<file path="src/logic/vrs_pkg.sv">
`default_nettype none
package vrs_pkg;
	// Register word indices; the byte address is four times the index.
	localparam logic [5:0] LEVEL_SELECT_IDX = 6'h00;
	localparam logic [5:0] FORCE_ON_IDX = 6'h01;
	localparam logic [7:0] LEVEL_SELECT_RESET = 8'h00;
	localparam logic [7:0] FORCE_ON_RESET = 8'h00;
	localparam logic [7:0] LEVEL_SELECT_MASK = 8'h77;
	localparam logic [7:0] FORCE_ON_MASK = 8'h03;
	localparam int SEL_W = 3;
	localparam int CONVERTER_SEL_LSB = 4;
	localparam int SHARED_SEL_LSB = 0;
	localparam int CONVERTER_FORCE_BIT = 1;
	localparam int SHARED_FORCE_BIT = 0;
	localparam logic [2:0] LEVEL_0V55 = 3'h0;
	localparam logic [2:0] LEVEL_1V1 = 3'h1;
	localparam logic [2:0] LEVEL_2V5 = 3'h2;
	localparam logic [2:0] LEVEL_4V3 = 3'h3;
	localparam logic [2:0] LEVEL_1V5 = 3'h4;
endpackage
`default_nettype wire

</file>
<file path="src/logic/vrs_source_enable.sv">
`timescale 1ns/1ns
`default_nettype none
module vrs_source_enable #(
	parameter int N_REQ = 1
) (
	input wire logic [N_REQ-1:0] req_i,
	input wire logic force_i,
	output logic en_o
);
	// The source runs while any consumer asks for it or software forces it.
	assign en_o = (|req_i) | force_i;
endmodule
`default_nettype wire

</file>
<file path="src/logic/vrs_top.sv">
// Summary of operation
// - Converter level code in bits six to four.
// - Shared level code in bits two to zero.
// - Requests switch a source on automatically.
// - Unrequested source off unless forced on.
// - Shared by comparator or DAC; converter by ADC.
// - Second register bit one forces converter source.
// - Second register bit zero forces shared source.
// - Both level fields reset to code zero.
//
// Design decision made here: the Wishbone slave port.
`timescale 1ns/1ns
`default_nettype none
module vrs_top #(
	parameter int ADDR_W = 8
) (
	input wire logic clk_i,
	input wire logic rst_i,
	input wire logic wb_cyc_i,
	input wire logic wb_stb_i,
	input wire logic wb_we_i,
	input wire logic [ADDR_W-1:0] wb_adr_i,
	input wire logic [3:0] wb_sel_i,
	input wire logic [31:0] wb_dat_i,
	output logic [31:0] wb_dat_o,
	output logic wb_ack_o,
	input wire logic adc_req_i,
	input wire logic dac_req_i,
	input wire logic ac_req_i,
	output logic [vrs_pkg::SEL_W-1:0] converter_level_o,
	output logic [vrs_pkg::SEL_W-1:0] shared_level_o,
	output logic converter_source_en_o,
	output logic shared_source_en_o
);
	import vrs_pkg::*;

	////////////////////////////////////////////////////////////////////////
	// Bus decode.

	logic [7:0] level_reg;
	logic [7:0] level_next;
	logic [7:0] force_reg;
	logic [7:0] force_next;
	logic ack_reg;
	logic ack_next;
	logic [31:0] dat_reg;
	logic [31:0] dat_next;

	// True when the address is the aligned word of the given index.
	function automatic logic hits(input logic [ADDR_W-1:0] adr,
		input logic [5:0] idx);
		hits = (adr[1:0] == 2'h0) && (adr[ADDR_W-1:2] == (ADDR_W-2)'(idx));
	endfunction

	wire logic access_now;
	wire logic write_now;
	wire logic level_hit;
	wire logic force_hit;
	wire logic lane0_write;

	assign access_now = wb_cyc_i && wb_stb_i && !ack_reg;
	assign write_now = access_now && wb_we_i;
	assign level_hit = hits(wb_adr_i, LEVEL_SELECT_IDX);
	assign force_hit = hits(wb_adr_i, FORCE_ON_IDX);
	assign lane0_write = write_now && wb_sel_i[0];

	////////////////////////////////////////////////////////////////////////
	// Register next values.

	// Unmapped addresses are acknowledged, read zero and drop writes.
	assign level_next = (lane0_write && level_hit) ?
		(wb_dat_i[7:0] & LEVEL_SELECT_MASK) : level_reg;
	assign force_next = (lane0_write && force_hit) ?
		(wb_dat_i[7:0] & FORCE_ON_MASK) : force_reg;
	assign ack_next = access_now;
	assign dat_next = !(access_now && !wb_we_i) ? 32'h0000_0000 :
		level_hit ? {24'h00_0000, level_reg} :
		force_hit ? {24'h00_0000, force_reg} :
		32'h0000_0000;

	always_ff @(posedge clk_i)
	begin
		if (rst_i)
		begin
			level_reg <= LEVEL_SELECT_RESET;
			force_reg <= FORCE_ON_RESET;
			ack_reg <= 1'b0;
			dat_reg <= 32'h0000_0000;
		end
		else
		begin
			level_reg <= level_next;
			force_reg <= force_next;
			ack_reg <= ack_next;
			dat_reg <= dat_next;
		end
	end

	assign wb_ack_o = ack_reg;
	assign wb_dat_o = dat_reg;

	////////////////////////////////////////////////////////////////////////
	// Reference source control.

	// Reserved codes pass through to the source exactly as stored.
	assign converter_level_o =
		level_reg[CONVERTER_SEL_LSB +: SEL_W];
	assign shared_level_o = level_reg[SHARED_SEL_LSB +: SEL_W];

	// The enables stay combinational so a request is served at once.
	vrs_source_enable #(
		.N_REQ(1)
	) u_converter_enable (
		.req_i(adc_req_i),
		.force_i(force_reg[CONVERTER_FORCE_BIT]),
		.en_o(converter_source_en_o)
	);

	vrs_source_enable #(
		.N_REQ(2)
	) u_shared_enable (
		.req_i({ac_req_i, dac_req_i}),
		.force_i(force_reg[SHARED_FORCE_BIT]),
		.en_o(shared_source_en_o)
	);

	////////////////////////////////////////////////////////////////////////
	// Checks.

	a_converter_on_req: assert property (
		@(posedge clk_i) disable iff (rst_i)
		adc_req_i |-> converter_source_en_o)
		else $error("converter source off while requested");

	a_shared_on_req: assert property (
		@(posedge clk_i) disable iff (rst_i)
		(dac_req_i || ac_req_i) |-> shared_source_en_o)
		else $error("shared source off while requested");

	a_converter_auto_off: assert property (
		@(posedge clk_i) disable iff (rst_i)
		(!adc_req_i && !force_reg[CONVERTER_FORCE_BIT])
		|-> !converter_source_en_o)
		else $error("converter source on with no cause");

	a_shared_auto_off: assert property (
		@(posedge clk_i) disable iff (rst_i)
		(!dac_req_i && !ac_req_i && !force_reg[SHARED_FORCE_BIT])
		|-> !shared_source_en_o)
		else $error("shared source on with no cause");

	a_converter_force_hold: assert property (
		@(posedge clk_i) disable iff (rst_i)
		(lane0_write && force_hit && wb_dat_i[CONVERTER_FORCE_BIT])
		|=> converter_source_en_o [*3])
		else $error("converter force did not hold source on");

	a_shared_force_hold: assert property (
		@(posedge clk_i) disable iff (rst_i)
		(lane0_write && force_hit && wb_dat_i[SHARED_FORCE_BIT])
		|=> shared_source_en_o)
		else $error("shared force did not hold source on");

	a_reset_levels: assert property (
		@(posedge clk_i) disable iff (rst_i)
		$fell(rst_i) |-> (converter_level_o == LEVEL_0V55 &&
		shared_level_o == LEVEL_0V55 && !wb_ack_o))
		else $error("level fields not zero after reset");

	a_level_write: assert property (
		@(posedge clk_i) disable iff (rst_i)
		(lane0_write && level_hit) |=>
		(converter_level_o == $past(wb_dat_i[6:4]) &&
		shared_level_o == $past(wb_dat_i[2:0]) && wb_ack_o))
		else $error("level write not stored");

	a_unused_zero: assert property (
		@(posedge clk_i) disable iff (rst_i)
		wb_ack_o |-> (wb_dat_o[31:8] == 24'h00_0000 &&
		level_reg[7] == 1'b0 && level_reg[3] == 1'b0 &&
		force_reg[7:2] == 6'h00))
		else $error("unused bits not zero");

	a_ack_once: assert property (
		@(posedge clk_i) disable iff (rst_i)
		(wb_cyc_i && wb_stb_i && !wb_ack_o) |=> wb_ack_o ##1 !wb_ack_o)
		else $error("ack not a single cycle after request");

	a_force_write: assert property (
		@(posedge clk_i) disable iff (rst_i)
		(lane0_write && force_hit) |=>
		(force_reg == ($past(wb_dat_i[7:0]) & FORCE_ON_MASK)))
		else $error("force write not stored");

	a_read_level: assert property (
		@(posedge clk_i) disable iff (rst_i)
		(access_now && !wb_we_i && level_hit) |=>
		(wb_dat_o == {24'h00_0000, $past(level_reg)}))
		else $error("level read data wrong");

	a_read_force: assert property (
		@(posedge clk_i) disable iff (rst_i)
		(access_now && !wb_we_i && force_hit) |=>
		(wb_dat_o == {24'h00_0000, $past(force_reg)}))
		else $error("force read data wrong");

	a_unmapped_read: assert property (
		@(posedge clk_i) disable iff (rst_i)
		(access_now && !wb_we_i && !level_hit && !force_hit) |=>
		(wb_dat_o == 32'h0000_0000))
		else $error("unmapped read not zero");

	a_write_ignored: assert property (
		@(posedge clk_i) disable iff (rst_i)
		(write_now && (!wb_sel_i[0] || (!level_hit && !force_hit))) |=>
		($stable(level_reg) && $stable(force_reg)))
		else $error("ignored write changed a register");

	a_data_idle: assert property (
		@(posedge clk_i) disable iff (rst_i)
		!wb_ack_o |-> (wb_dat_o == 32'h0000_0000))
		else $error("read data not zero outside ack");
endmodule
`default_nettype wire

</file>
<file path="config.mk">
export PLATFORM = sky130hd
export DESIGN_NAME = vrs_top
export DESIGN_NICKNAME = d
export VERILOG_FILES = /design/src/logic/vrs_pkg.sv /design/src/logic/vrs_source_enable.sv /design/src/logic/vrs_top.sv
export SDC_FILE = /design/constraint.sdc
export NUM_CORES = 1
export LEC_CHECK = 0
export BUFFER_PORTS_ARGS = -buffer_cell sky130_fd_sc_hd__buf_2
export CAP_MARGIN = 40
export CELL_PAD_IN_SITES_DETAIL_PLACEMENT = 1
export CELL_PAD_IN_SITES_GLOBAL_PLACEMENT = 1
export CORE_ASPECT_RATIO = 0.9
export CORE_MARGIN = 2
export CORE_UTILIZATION = 23
export DETAILED_ROUTE_END_ITERATION = 10
export PLACE_DENSITY = 0.93
export SETUP_SLACK_MARGIN = 0.3
export SLEW_MARGIN = 40
export SYNTH_ARGS = -nofsm -noshare
export SYNTH_HDL_FRONTEND = slang
export SYNTH_HIERARCHICAL = 1
export SYNTH_SLANG_ARGS = --single-unit
</file>
<file path="constraint.sdc">
create_clock -name clk_i -period 2.3 [get_ports clk_i]
set_clock_uncertainty 0.05 [all_clocks]
set_input_delay 0.23 -clock clk_i [delete_from_list [all_inputs] [get_ports clk_i]]
set_output_delay 0.23 -clock clk_i [all_outputs]
set_load 0.1 [all_outputs]
</file>
---- After elaboration in Yosys (flattened, before gate mapping) ----
Cells that the tools add are included.
word-level totals
  register bits ........................... 41
  input bits .............................. 52
  output and inout port bits .............. 41
operators by class
  eq/ne operators ......................... 1
  multiplexer cells ....................... 2
  bitwise operators ....................... 3
  reductions and logical operators ........ 16
operators with widths
  operator              count
  $logic_and A1 B1 Y1   9
  $mux W7               1
  $eq A6 B1 Y1 const B  1
  $logic_not A6 Y1      1
  $reduce_or A2 Y1      2
  $reduce_or A3 Y1      1
  $logic_not A1 Y1      2
  $logic_not A2 Y1      1
  $mux W2               1
  $or A1 B1 Y1          2
  $not A1 Y1            1

---- Depth between registers and ports, before layout ----
Gate-level depths: netlist (run 1).
  word-level depth ........................ 5
  gate-level depth with buffers ........... 5
  gate-level depth less buffers ........... 3

---- By module ----
The synthesis (run 1) kept the hierarchy.
modules (own cells, without submodules)
  module             instances  cells each  area an instance (µm²)  sequential area each (µm²)
  vrs_top            1          85          833.3                   300.3
  vrs_source_enable  2          1           6.3                     0.0

---- Worst setup path before layout (run 1) ----
OpenSTA, ideal clock, no wires.
  kind .................................... register to register
  start point ............................. register ack_reg, in the netlist wb_ack_o
  end point ............................... register level_reg[0]
  setup time .............................. 0.121 ns
  data arrival time ....................... 1.637 ns
  path slack .............................. 0.492 ns
  stages on the path, launching flop included .. 5
  path buffers ............................ 1
  period minus slack after synthesis ...... 1.808 ns
  cell sequence ........................... dfxtp_1 and3b_1 and4_1 buf_6 mux2i_1
between the ends
  word-level cells in the longest chain between the ends .. 5
ends and longest elaborated chain
  what                      line           source
  start: declaration        vrs_top.sv:44  logic ack_reg;
  start signal: assignment  vrs_top.sv:94  ack_reg <= ack_next;
  $logic_not A1 Y1          vrs_top.sv:61  assign access_now = wb_cyc_i && wb_stb_i && !ack_reg;
  $logic_and A1 B1 Y1       vrs_top.sv:61
  $logic_and A1 B1 Y1       vrs_top.sv:62  assign write_now = access_now && wb_we_i;
  $logic_and A1 B1 Y1       vrs_top.sv:65  assign lane0_write = write_now && wb_sel_i[0];
  $logic_and A1 B1 Y1       vrs_top.sv:71  assign level_next = (lane0_write && level_hit) ?
  end signal: assignment    vrs_top.sv:92  level_reg <= level_next;
  end: declaration          vrs_top.sv:40  logic [7:0] level_reg;
No other way between the ends.
A chain may end at the register's enable or synchronous reset.

---- Worst setup path in the final report (run 1) ----
  start point ............................. register force_reg[0]
  end point ............................... output shared_source_en_o
between the ends
  word-level cells in the longest chain between the ends .. 1
ends and longest elaborated chain
  what                      line                     source
  start: declaration        vrs_top.sv:42            logic [7:0] force_reg;
  start signal: assignment  vrs_top.sv:93            force_reg <= force_next;
  $or A1 B1 Y1              vrs_source_enable.sv:11  assign en_o = (|req_i) | force_i;
  end: declaration          vrs_top.sv:33            output logic shared_source_en_o
No other way between the ends.

==> results_tabular.tex, run 1 <==
\begin{tabular}{lr}
\hline
Metric & Value \\
\hline
\multicolumn{2}{l}{\textbf{Global routing}} \\
Via count of the first global-routing pass & about 600 \\
Largest net degree at the start of global routing & 17 \\
Number of antenna violations at the first check in global routing & 0 \\
GRT Total Usage & under 10\% \\
Final global-route overflow total & 0 \\
First-pass GRT wire length & about 2.6 mm \\
\multicolumn{2}{l}{\textbf{Setup path}} \\
Required time at the worst-slack endpoint & 2.02 ns \\
Arrival time worst endpoint & 1.15 ns \\
Critical path type & flop to primary output \\
Critical path peak fanout & 3 \\
Critical Path Sink Type & primary output \\
Critical Path Start Type & flop \\
\multicolumn{2}{l}{\textbf{Routing}} \\
Wire per inst & between 9 and 10 um \\
DRC violation count after routing & 0 \\
Wire length on met3 & between 150 and 200 um \\
Sum of routed wire segments on met1 & 640 um \\
Initial drt markers & 8 \\
First-pass DRT Iterations & 3 \\
Number of vias per cell after detailed routing & roughly 3.8 \\
Highest metal layer with signal wires & met4 \\
Detailed Route WL & between 1.5 and 2 mm \\
Metal2 WL & around 850 um \\
Residual antenna-violating net count after detailed routing & 0 \\
Vias after detailed routing & 630 \\
\multicolumn{2}{l}{\textbf{STA}} \\
Final worst hold slack & approximately 0.19 ns \\
Final period utilization & 62.1\% \\
Count of final max-slew check failures & 0 \\
Final number of setup-violating endpoints & 0 \\
RSZ-0062 raised after global routing & no \\
Final total negative setup slack & 0 ns \\
Minimum clock period & 1.43 ns \\
F\_max & 0.700 GHz \\
Final hold violations & 0 \\
\multicolumn{2}{l}{\textbf{Finish}} \\
Area of the multi-input gates & between 400 and 500 um2 \\
Post-route cell area & about 1000 um2 \\
Antenna diode count & 0 \\
Fill cell total of the finished layout & roughly 440 \\
Area added between synthesis and finish & 18.6\% \\
Sequential standard cell area & roughly 300 um2 \\
Final Util & about 29\% \\
Layout Nets & around 180 \\
Proportion of layout cells with a drive suffix above 1 & 33.9\% \\
\multicolumn{2}{l}{\textbf{Status}} \\
Outcome & finished, final reports clean \\
\multicolumn{2}{l}{\textbf{Job}} \\
Count of max-cap constraint violations & 0 \\
\multicolumn{2}{l}{\textbf{Power}} \\
Maximum vdd ir drop & $\sim$0.00032 V \\
Static leakage power & between 0.4 and 0.5 nW \\
Pwr dens & 709 nW/um2 \\
\multicolumn{2}{l}{\textbf{Floorplan}} \\
Placeable core region & approximately 3500 um2 \\
Full die area & roughly 4200 um2 \\
Count of standard-cell rows & 20 \\
Die Span Y & a little over 60 um \\
Number of top-level pins & slightly above 90 \\
Starting density of the core & about 24\% \\
Die width & roughly 68 um \\
\multicolumn{2}{l}{\textbf{Logic synthesis}} \\
Summed instance area of the synthesized netlist & roughly 850 um2 \\
Mean instance size in the synthesized netlist & between 9 and 10 um2 \\
Register area share after synthesis & 35.5\% \\
Library cells used by synthesis & 18 \\
Number of instances in the synthesized netlist & 87 \\
Synth Register Bits & 15 \\
Yosys synthesis warning count & 6 \\
\multicolumn{2}{l}{\textbf{Placed design}} \\
Placement-stage cell area & $\sim$960 um2 \\
Detail Placement HPWL & approximately 1.4 mm \\
Port buffer count & 37 \\
Routability-driven placement congestion ratio & 0.645 \\
\multicolumn{2}{l}{\textbf{Clock tree}} \\
CTS tree & built \\
Worst-skew pair later-pin latency & around 0.24 ns \\
Clk Tree Root Cell & sky130\_fd\_sc\_hd\_\_clkbuf\_8 \\
Number of hold buffers added after CTS & 0 \\
Number of setup buffers added after CTS & 0 \\
Maximum buffer depth of the clock tree & 2 \\
Level count of the clock H-tree & 1 \\
CTS buffer count & 3 \\
Clock tree sinks & 15 \\
CTS clock-pin slew for the worst setup and hold paths & approximately 0.060 ns \\
Number of instances resized during post-cts repair & 0 \\
\multicolumn{2}{l}{\textbf{Min path}} \\
Worst Hold Class & input port to flop \\
\hline
\end{tabular}
-- synth_stat cells (all sizes together) --
master | number | area (um2)
dfxtp | 15 | 300
nor4 | 1 | 21.3
nor2 | 3 | 11.3
nand4 | 2 | 12.5
nor2b | 1 | 6.26
conb | 1 | 3.75
nor3 | 1 | 5.00
or2 | 1 | 6.26
and4 | 1 | 8.76
clkbuf | 1 | 3.75
nand2b | 14 | 87.6
mux2i | 10 | 100
and3 | 1 | 7.51
buf | 28 | 218
nor3b | 4 | 30.0
and3b | 2 | 17.5
or3 | 1 | 6.26
-- cell usage in the layout, fill, tap and decap left out, types with 2 or more instances in the layout --
cell type,synthesis,routed
sky130_fd_sc_hd__mux2i_1,10,10
sky130_fd_sc_hd__clkbuf_8,0,3
sky130_fd_sc_hd__nand4_1,2,2
sky130_fd_sc_hd__conb_1,1,26
sky130_fd_sc_hd__dfxtp_1,15,15
sky130_fd_sc_hd__nand2b_1,14,14
sky130_fd_sc_hd__nor2_1,3,3
sky130_fd_sc_hd__and3b_1,2,2
sky130_fd_sc_hd__buf_2,0,37
sky130_fd_sc_hd__nor3b_1,4,4
-- where the power goes --
| group | internal [mW] | switching (mW) |
|---|---|---|
| Clock | 0.122 | 0.0837 |
| Combinational | 0.0244 | 0.221 |
| Sequential | 0.261 | 0.000263 |
-- worst paths after layout --
path                              from                         to  slack [ns]  depth (start not counted)
max          force_reg[0]$_SDFFE_PP0P_         shared_source_en_o        0.87                          2
min                        wb_dat_i[6]  level_reg[6]$_SDFFE_PP0P_        0.19                          3
max reg2reg        wb_ack_o$_SDFF_PP0_  level_reg[5]$_SDFFE_PP0P_        0.95                          3
min reg2reg  level_reg[2]$_SDFFE_PP0P_  level_reg[2]$_SDFFE_PP0P_        0.44                          2
-- metal layers --
| layer | up-vias | track usage (%) |
|---|---|---|
| met4 | 0 | 2.57 |
| met2 | 32 | 16.1 |
| met3 | 2 | 4.75 |
| met5 | - | 0 |
| li1 | 307 | - |
| met1 | 289 | 8.21 |
-- metrics by stage --
step                      setup WS [ns]  std cells  total power [mW]
after global placement            0.813        164             0.510
after detailed placement          0.788        164             0.512
after floorplan                   0.492        112             0.522
final                             0.871        168             0.712
after global routing              0.830        168             0.745
after CTS                         0.856        168             0.721
-- layout make-up --
type	instances	share of cell area, %
Timing Repair Buffer	37	18.5
Clock buffer	4	4.49
Sequential cell	15	29.9
Multi-Input combinational cell	68	41.6
Tap cell	44	5.49
-- worst max-delay path, stage by stage (launching register included) --
cell	delay, ns
sky130_fd_sc_hd__dfxtp_1	0.32
sky130_fd_sc_hd__or3_1	0.29
sky130_fd_sc_hd__buf_2	0.29
-- kinds of logic (layout without fill, tap and decap cells) --
| group | after synthesis | in the layout | synth area share, % |
|---|---|---|---|
| flip-flops | 15 | 15 | 35.5 |
| other | 1 | 26 | 0.443 |
| AND/OR/NAND/NOR | 32 | 32 | 26.0 |
| multiplexers | 10 | 10 | 11.8 |
| buffers and inverters | 29 | 41 | 26.2 |
Power figures use the tool's default switching activity.
==> run 2, diff against run 1 <==
--- a/config.mk
+++ b/config.mk
@@ -5,15 +5,16 @@
 export SDC_FILE = /design/constraint.sdc
 export NUM_CORES = 1
 export LEC_CHECK = 0
+export ABC_AREA = 1
 export BUFFER_PORTS_ARGS = -buffer_cell sky130_fd_sc_hd__buf_2
 export CAP_MARGIN = 40
 export CELL_PAD_IN_SITES_DETAIL_PLACEMENT = 1
 export CELL_PAD_IN_SITES_GLOBAL_PLACEMENT = 1
 export CORE_ASPECT_RATIO = 0.9
 export CORE_MARGIN = 2
-export CORE_UTILIZATION = 23
+export CORE_UTILIZATION = 21
 export DETAILED_ROUTE_END_ITERATION = 10
-export PLACE_DENSITY = 0.93
+export PLACE_DENSITY = 0.9
 export SETUP_SLACK_MARGIN = 0.3
 export SLEW_MARGIN = 40
 export SYNTH_ARGS = -nofsm -noshare
==> constraint.sdc (replaced) <==
create_clock -name clk_i -period 1.4 [get_ports clk_i]
set_clock_uncertainty 0.05 [all_clocks]
set_input_delay 0.14 -clock clk_i [delete_from_list [all_inputs] [get_ports clk_i]]
set_output_delay 0.14 -clock clk_i [all_outputs]
set_load 0.1 [all_outputs]
==> results_tabular.tex, run 2 <==
\begin{tabular}{lr}
\hline
Metric & Value \\
\hline
\multicolumn{2}{l}{\textbf{Routing}} \\
Number of vias per cell after detailed routing & 3.75 \\
DRC violation count after routing & 0 \\
First-pass DRT Iterations & 4 \\
Detailed Route WL & between 1.5 and 2 mm \\
Residual antenna-violating net count after detailed routing & 0 \\
Vias after detailed routing & 791 \\
Initial drt markers & 36 \\
Wire per inst & slightly below 9 um \\
\multicolumn{2}{l}{\textbf{Logic synthesis}} \\
Mean instance size in the synthesized netlist & between 7 and 8 um2 \\
Register area share after synthesis & between 30\% and 40\% \\
Commonest cells post-synth & sky130\_fd\_sc\_hd\_\_buf\_4, sky130\_fd\_sc\_hd\_\_nor2\_1, sky130\_fd\_sc\_hd\_\_inv\_1, sky130\_fd\_sc\_hd\_\_dfxtp\_1, sky130\_fd\_sc\_hd\_\_nand2\_1 \\
Summed instance area of the synthesized netlist & between 800 and 900 um2 \\
Number of instances in the synthesized netlist & around 120 \\
Leading area contributor after synthesis & sky130\_fd\_sc\_hd\_\_dfxtp\_1 \\
Yosys synthesis warning count & 6 \\
Most frequently used flop master after synthesis & sky130\_fd\_sc\_hd\_\_dfxtp\_1 \\
Most common cell in the netlist & sky130\_fd\_sc\_hd\_\_buf\_4 \\
Number of flops mapped to enable cells by yosys & 0 \\
Library cells used by synthesis & 15 \\
Top-area cell type share of the netlist area & between 30 and 40\% \\
Dominant cells by area after synthesis & sky130\_fd\_sc\_hd\_\_dfxtp\_1, sky130\_fd\_sc\_hd\_\_buf\_4, sky130\_fd\_sc\_hd\_\_nor2\_1, sky130\_fd\_sc\_hd\_\_nand3\_1, sky130\_fd\_sc\_hd\_\_inv\_1 \\
Synth async-reset ratio & 0\% \\
Synth Register Bits & 15 \\
\multicolumn{2}{l}{\textbf{Min path}} \\
Hold worst-path end & wb\_ack\_o\$\_SDFF\_PP0\_ \\
Min-delay src & rst\_i \\
Worst Hold Class & input port to flop \\
Instance count along the most critical hold path & 2 \\
\multicolumn{2}{l}{\textbf{Job}} \\
Count of max-cap constraint violations & 0 \\
\multicolumn{2}{l}{\textbf{Setup path}} \\
Setup slack of the most critical reg-to-reg path & 0.30 ns \\
Crit-path slowest cell & sky130\_fd\_sc\_hd\_\_dfxtp\_1 \\
Required time at the worst-slack endpoint & 1.21 ns \\
Category of cells accounting for the largest share of critical-path delay & flip-flops \\
Cell count of the worst reg-to-reg path & 7 \\
Crit path buffers/inverters & 2 \\
Launch instance of the worst register-to-register path & wb\_ack\_o\$\_SDFF\_PP0\_ \\
Critical Path Sink Type & primary output \\
Worst stage delay on the critical path & approximately 0.35 ns \\
Critical R2R Capture & level\_reg[6]\$\_SDFFE\_PP0P\_ \\
Arrival time worst endpoint & 0.92 ns \\
Critical path type & flop to primary output \\
Critical path peak fanout & 3 \\
Cell breakdown of the critical path & inv\_1 -> nand2\_2 -> buf\_8 \\
Critical Path Start Type & flop \\
\multicolumn{2}{l}{\textbf{Floorplan}} \\
Full die area & between 4000 and 5000 um2 \\
Die Span Y & about 65 um \\
Starting density of the core & between 20 and 25\% \\
Die width & between 70 and 80 um \\
Count of standard-cell rows & 22 \\
Placeable core region & approximately 4000 um2 \\
Number of top-level pins & 93 \\
\multicolumn{2}{l}{\textbf{Placed design}} \\
Port buffer count & 37 \\
Routability-driven placement congestion ratio & between 0.7 and 0.8 \\
Pre-CTS setup slack & 0.146 ns \\
Detail Placement HPWL & about 1.5 mm \\
\multicolumn{2}{l}{\textbf{STA}} \\
Count of final max-slew check failures & 0 \\
RSZ-0062 raised after global routing & yes \\
F\_max & $\sim$0.90 GHz \\
Final number of setup-violating endpoints & 0 \\
Minimum clock period & between 1 and 1.5 ns \\
Final total negative setup slack & 0 ns \\
Final hold violations & 0 \\
Worst path setup slack after routing & $\sim$0.29 ns \\
Final period utilization & 79.1\% \\
\multicolumn{2}{l}{\textbf{Status}} \\
Outcome & finished, final reports clean \\
\multicolumn{2}{l}{\textbf{Finish}} \\
Proportion of layout cells with a drive suffix above 1 & 40.5\% \\
Commonest non-fill, non-tap cells in the layout & sky130\_fd\_sc\_hd\_\_conb\_1, sky130\_fd\_sc\_hd\_\_buf\_2, sky130\_fd\_sc\_hd\_\_nor2\_1 \\
Layout Nets & 216 \\
Most frequent standard cell in the layout excluding fill and tap cells & sky130\_fd\_sc\_hd\_\_conb\_1 \\
Area added between synthesis and finish & 37.0\% \\
Final Util & 29.5\% \\
Antenna diode count & 0 \\
\multicolumn{2}{l}{\textbf{Clock tree}} \\
Number of hold buffers added after CTS & 0 \\
CTS clock-pin slew for the worst setup and hold paths & about 0.06 ns \\
CTS tree & built \\
CTS buffer count & 3 \\
Clock tree sinks & 15 \\
Worst-skew pair later-pin latency & $\sim$0.24 ns \\
Level count of the clock H-tree & 1 \\
Clk Tree Root Cell & sky130\_fd\_sc\_hd\_\_clkbuf\_8 \\
Maximum buffer depth of the clock tree & 2 \\
\multicolumn{2}{l}{\textbf{Power}} \\
Static leakage power & 0.600 nW \\
Pwr dens & about 1000 nW/um2 \\
Maximum vdd ir drop & 0.000227 V \\
\multicolumn{2}{l}{\textbf{Global routing}} \\
Via count of the first global-routing pass & slightly below 700 \\
First-pass GRT wire length & about 2.8 mm \\
GRT Total Usage & under 10\% \\
Number of antenna violations at the first check in global routing & 0 \\
Final global-route overflow total & 0 \\
Largest net degree at the start of global routing & 17 \\
\hline
\end{tabular}
-- run 2: cell count changes after synthesis, sizes merged, moves of 8 or more --
cell / previous run / this run
nand2b: 14 / 0
nor2: 3 / 22
nand3: 0 / 13
a21oi: 0 / 8
nand2: 0 / 17
inv: 0 / 16
mux2i: 10 / 0
-- run 2: worst max path at each step --
stage / to / slack [ns] / start / depth (start not counted)
after floorplan: level_reg[4]$_SDFFE_PP0P_ / 0.15 / wb_ack_o$_SDFF_PP0_ / 7
after global placement: level_reg[6]$_SDFFE_PP0P_ / 0.18 / wb_ack_o$_SDFF_PP0_ / 6
after detailed placement: level_reg[6]$_SDFFE_PP0P_ / 0.15 / wb_ack_o$_SDFF_PP0_ / 6
after CTS: shared_source_en_o / 0.21 / force_reg[0]$_SDFFE_PP0P_ / 3
after global routing: level_reg[1]$_SDFFE_PP0P_ / 0.23 / wb_ack_o$_SDFF_PP0_ / 7
final: shared_source_en_o / 0.29 / force_reg[0]$_SDFFE_PP0P_ / 3
-- run 2: layout make-up --
cell class              instances  area, um2
clock buffers                   4       45.0
multi-input cells              87        419
flip-flops and latches         15        313
well taps                      48       60.1
repair buffers                 41        298
inverters                      16       60.1
fillers                       510       2850
-- run 2: cell families (layout without fill, tap and decap cells) --
logic type	count (synthesis)	count (layout)	synth area share (%)
compound gates	8	8	4.59
buf+inv	44	61	31.4
flops	15	15	34.4
other cells	1	26	0.430
simple gates	53	53	29.1
-- run 2: per-stage QoR --
stage	instances	instance area [um2]	hold WS, ns	power [mW]
2_1_floorplan	146	1000	0.153	0.863
3_3_place_gp	206	1070	0.281	0.847
3_5_place_dp	206	1070	0.296	0.850
4_1_cts	211	1180	0.0325	1.21
5_1_grt	211	1190	0.0405	1.25
6_report	211	1190	0.0373	1.20
-- run 2: worst reg2reg max path: stages, from the launching register on --
cell and delay, ns:
sky130_fd_sc_hd__dfxtp_4 0.34, sky130_fd_sc_hd__inv_2 0.06, sky130_fd_sc_hd__nand3_4 0.09, sky130_fd_sc_hd__nor2_4 0.11, sky130_fd_sc_hd__buf_12 0.15, sky130_fd_sc_hd__nand3_1 0.09, sky130_fd_sc_hd__nand2_1 0.06, sky130_fd_sc_hd__nor2_1 0.04
-- run 2: what timing repair did --
item	4_1_cts	5_1_grt
setup endpoints to repair	23	15
resized for setup	19	4
gates cloned	0	0
pin swaps	1	0
buffers inserted	1	0
-- run 2: metal layers --
metal	global-route usage (%)	part of all wire, %	wire, um
met5	0	0	0
met4	4.25	0.48	9
met3	0.920	9.1	171
met2	14.8	52	978
met1	8.43	38	721
-- run 2: report_power, final --
part | switching, mW | internal, mW
Sequential | 0.000945 | 0.427
Clock | 0.147 | 0.201
Combinational | 0.377 | 0.0496
Total | 0.525 | 0.678
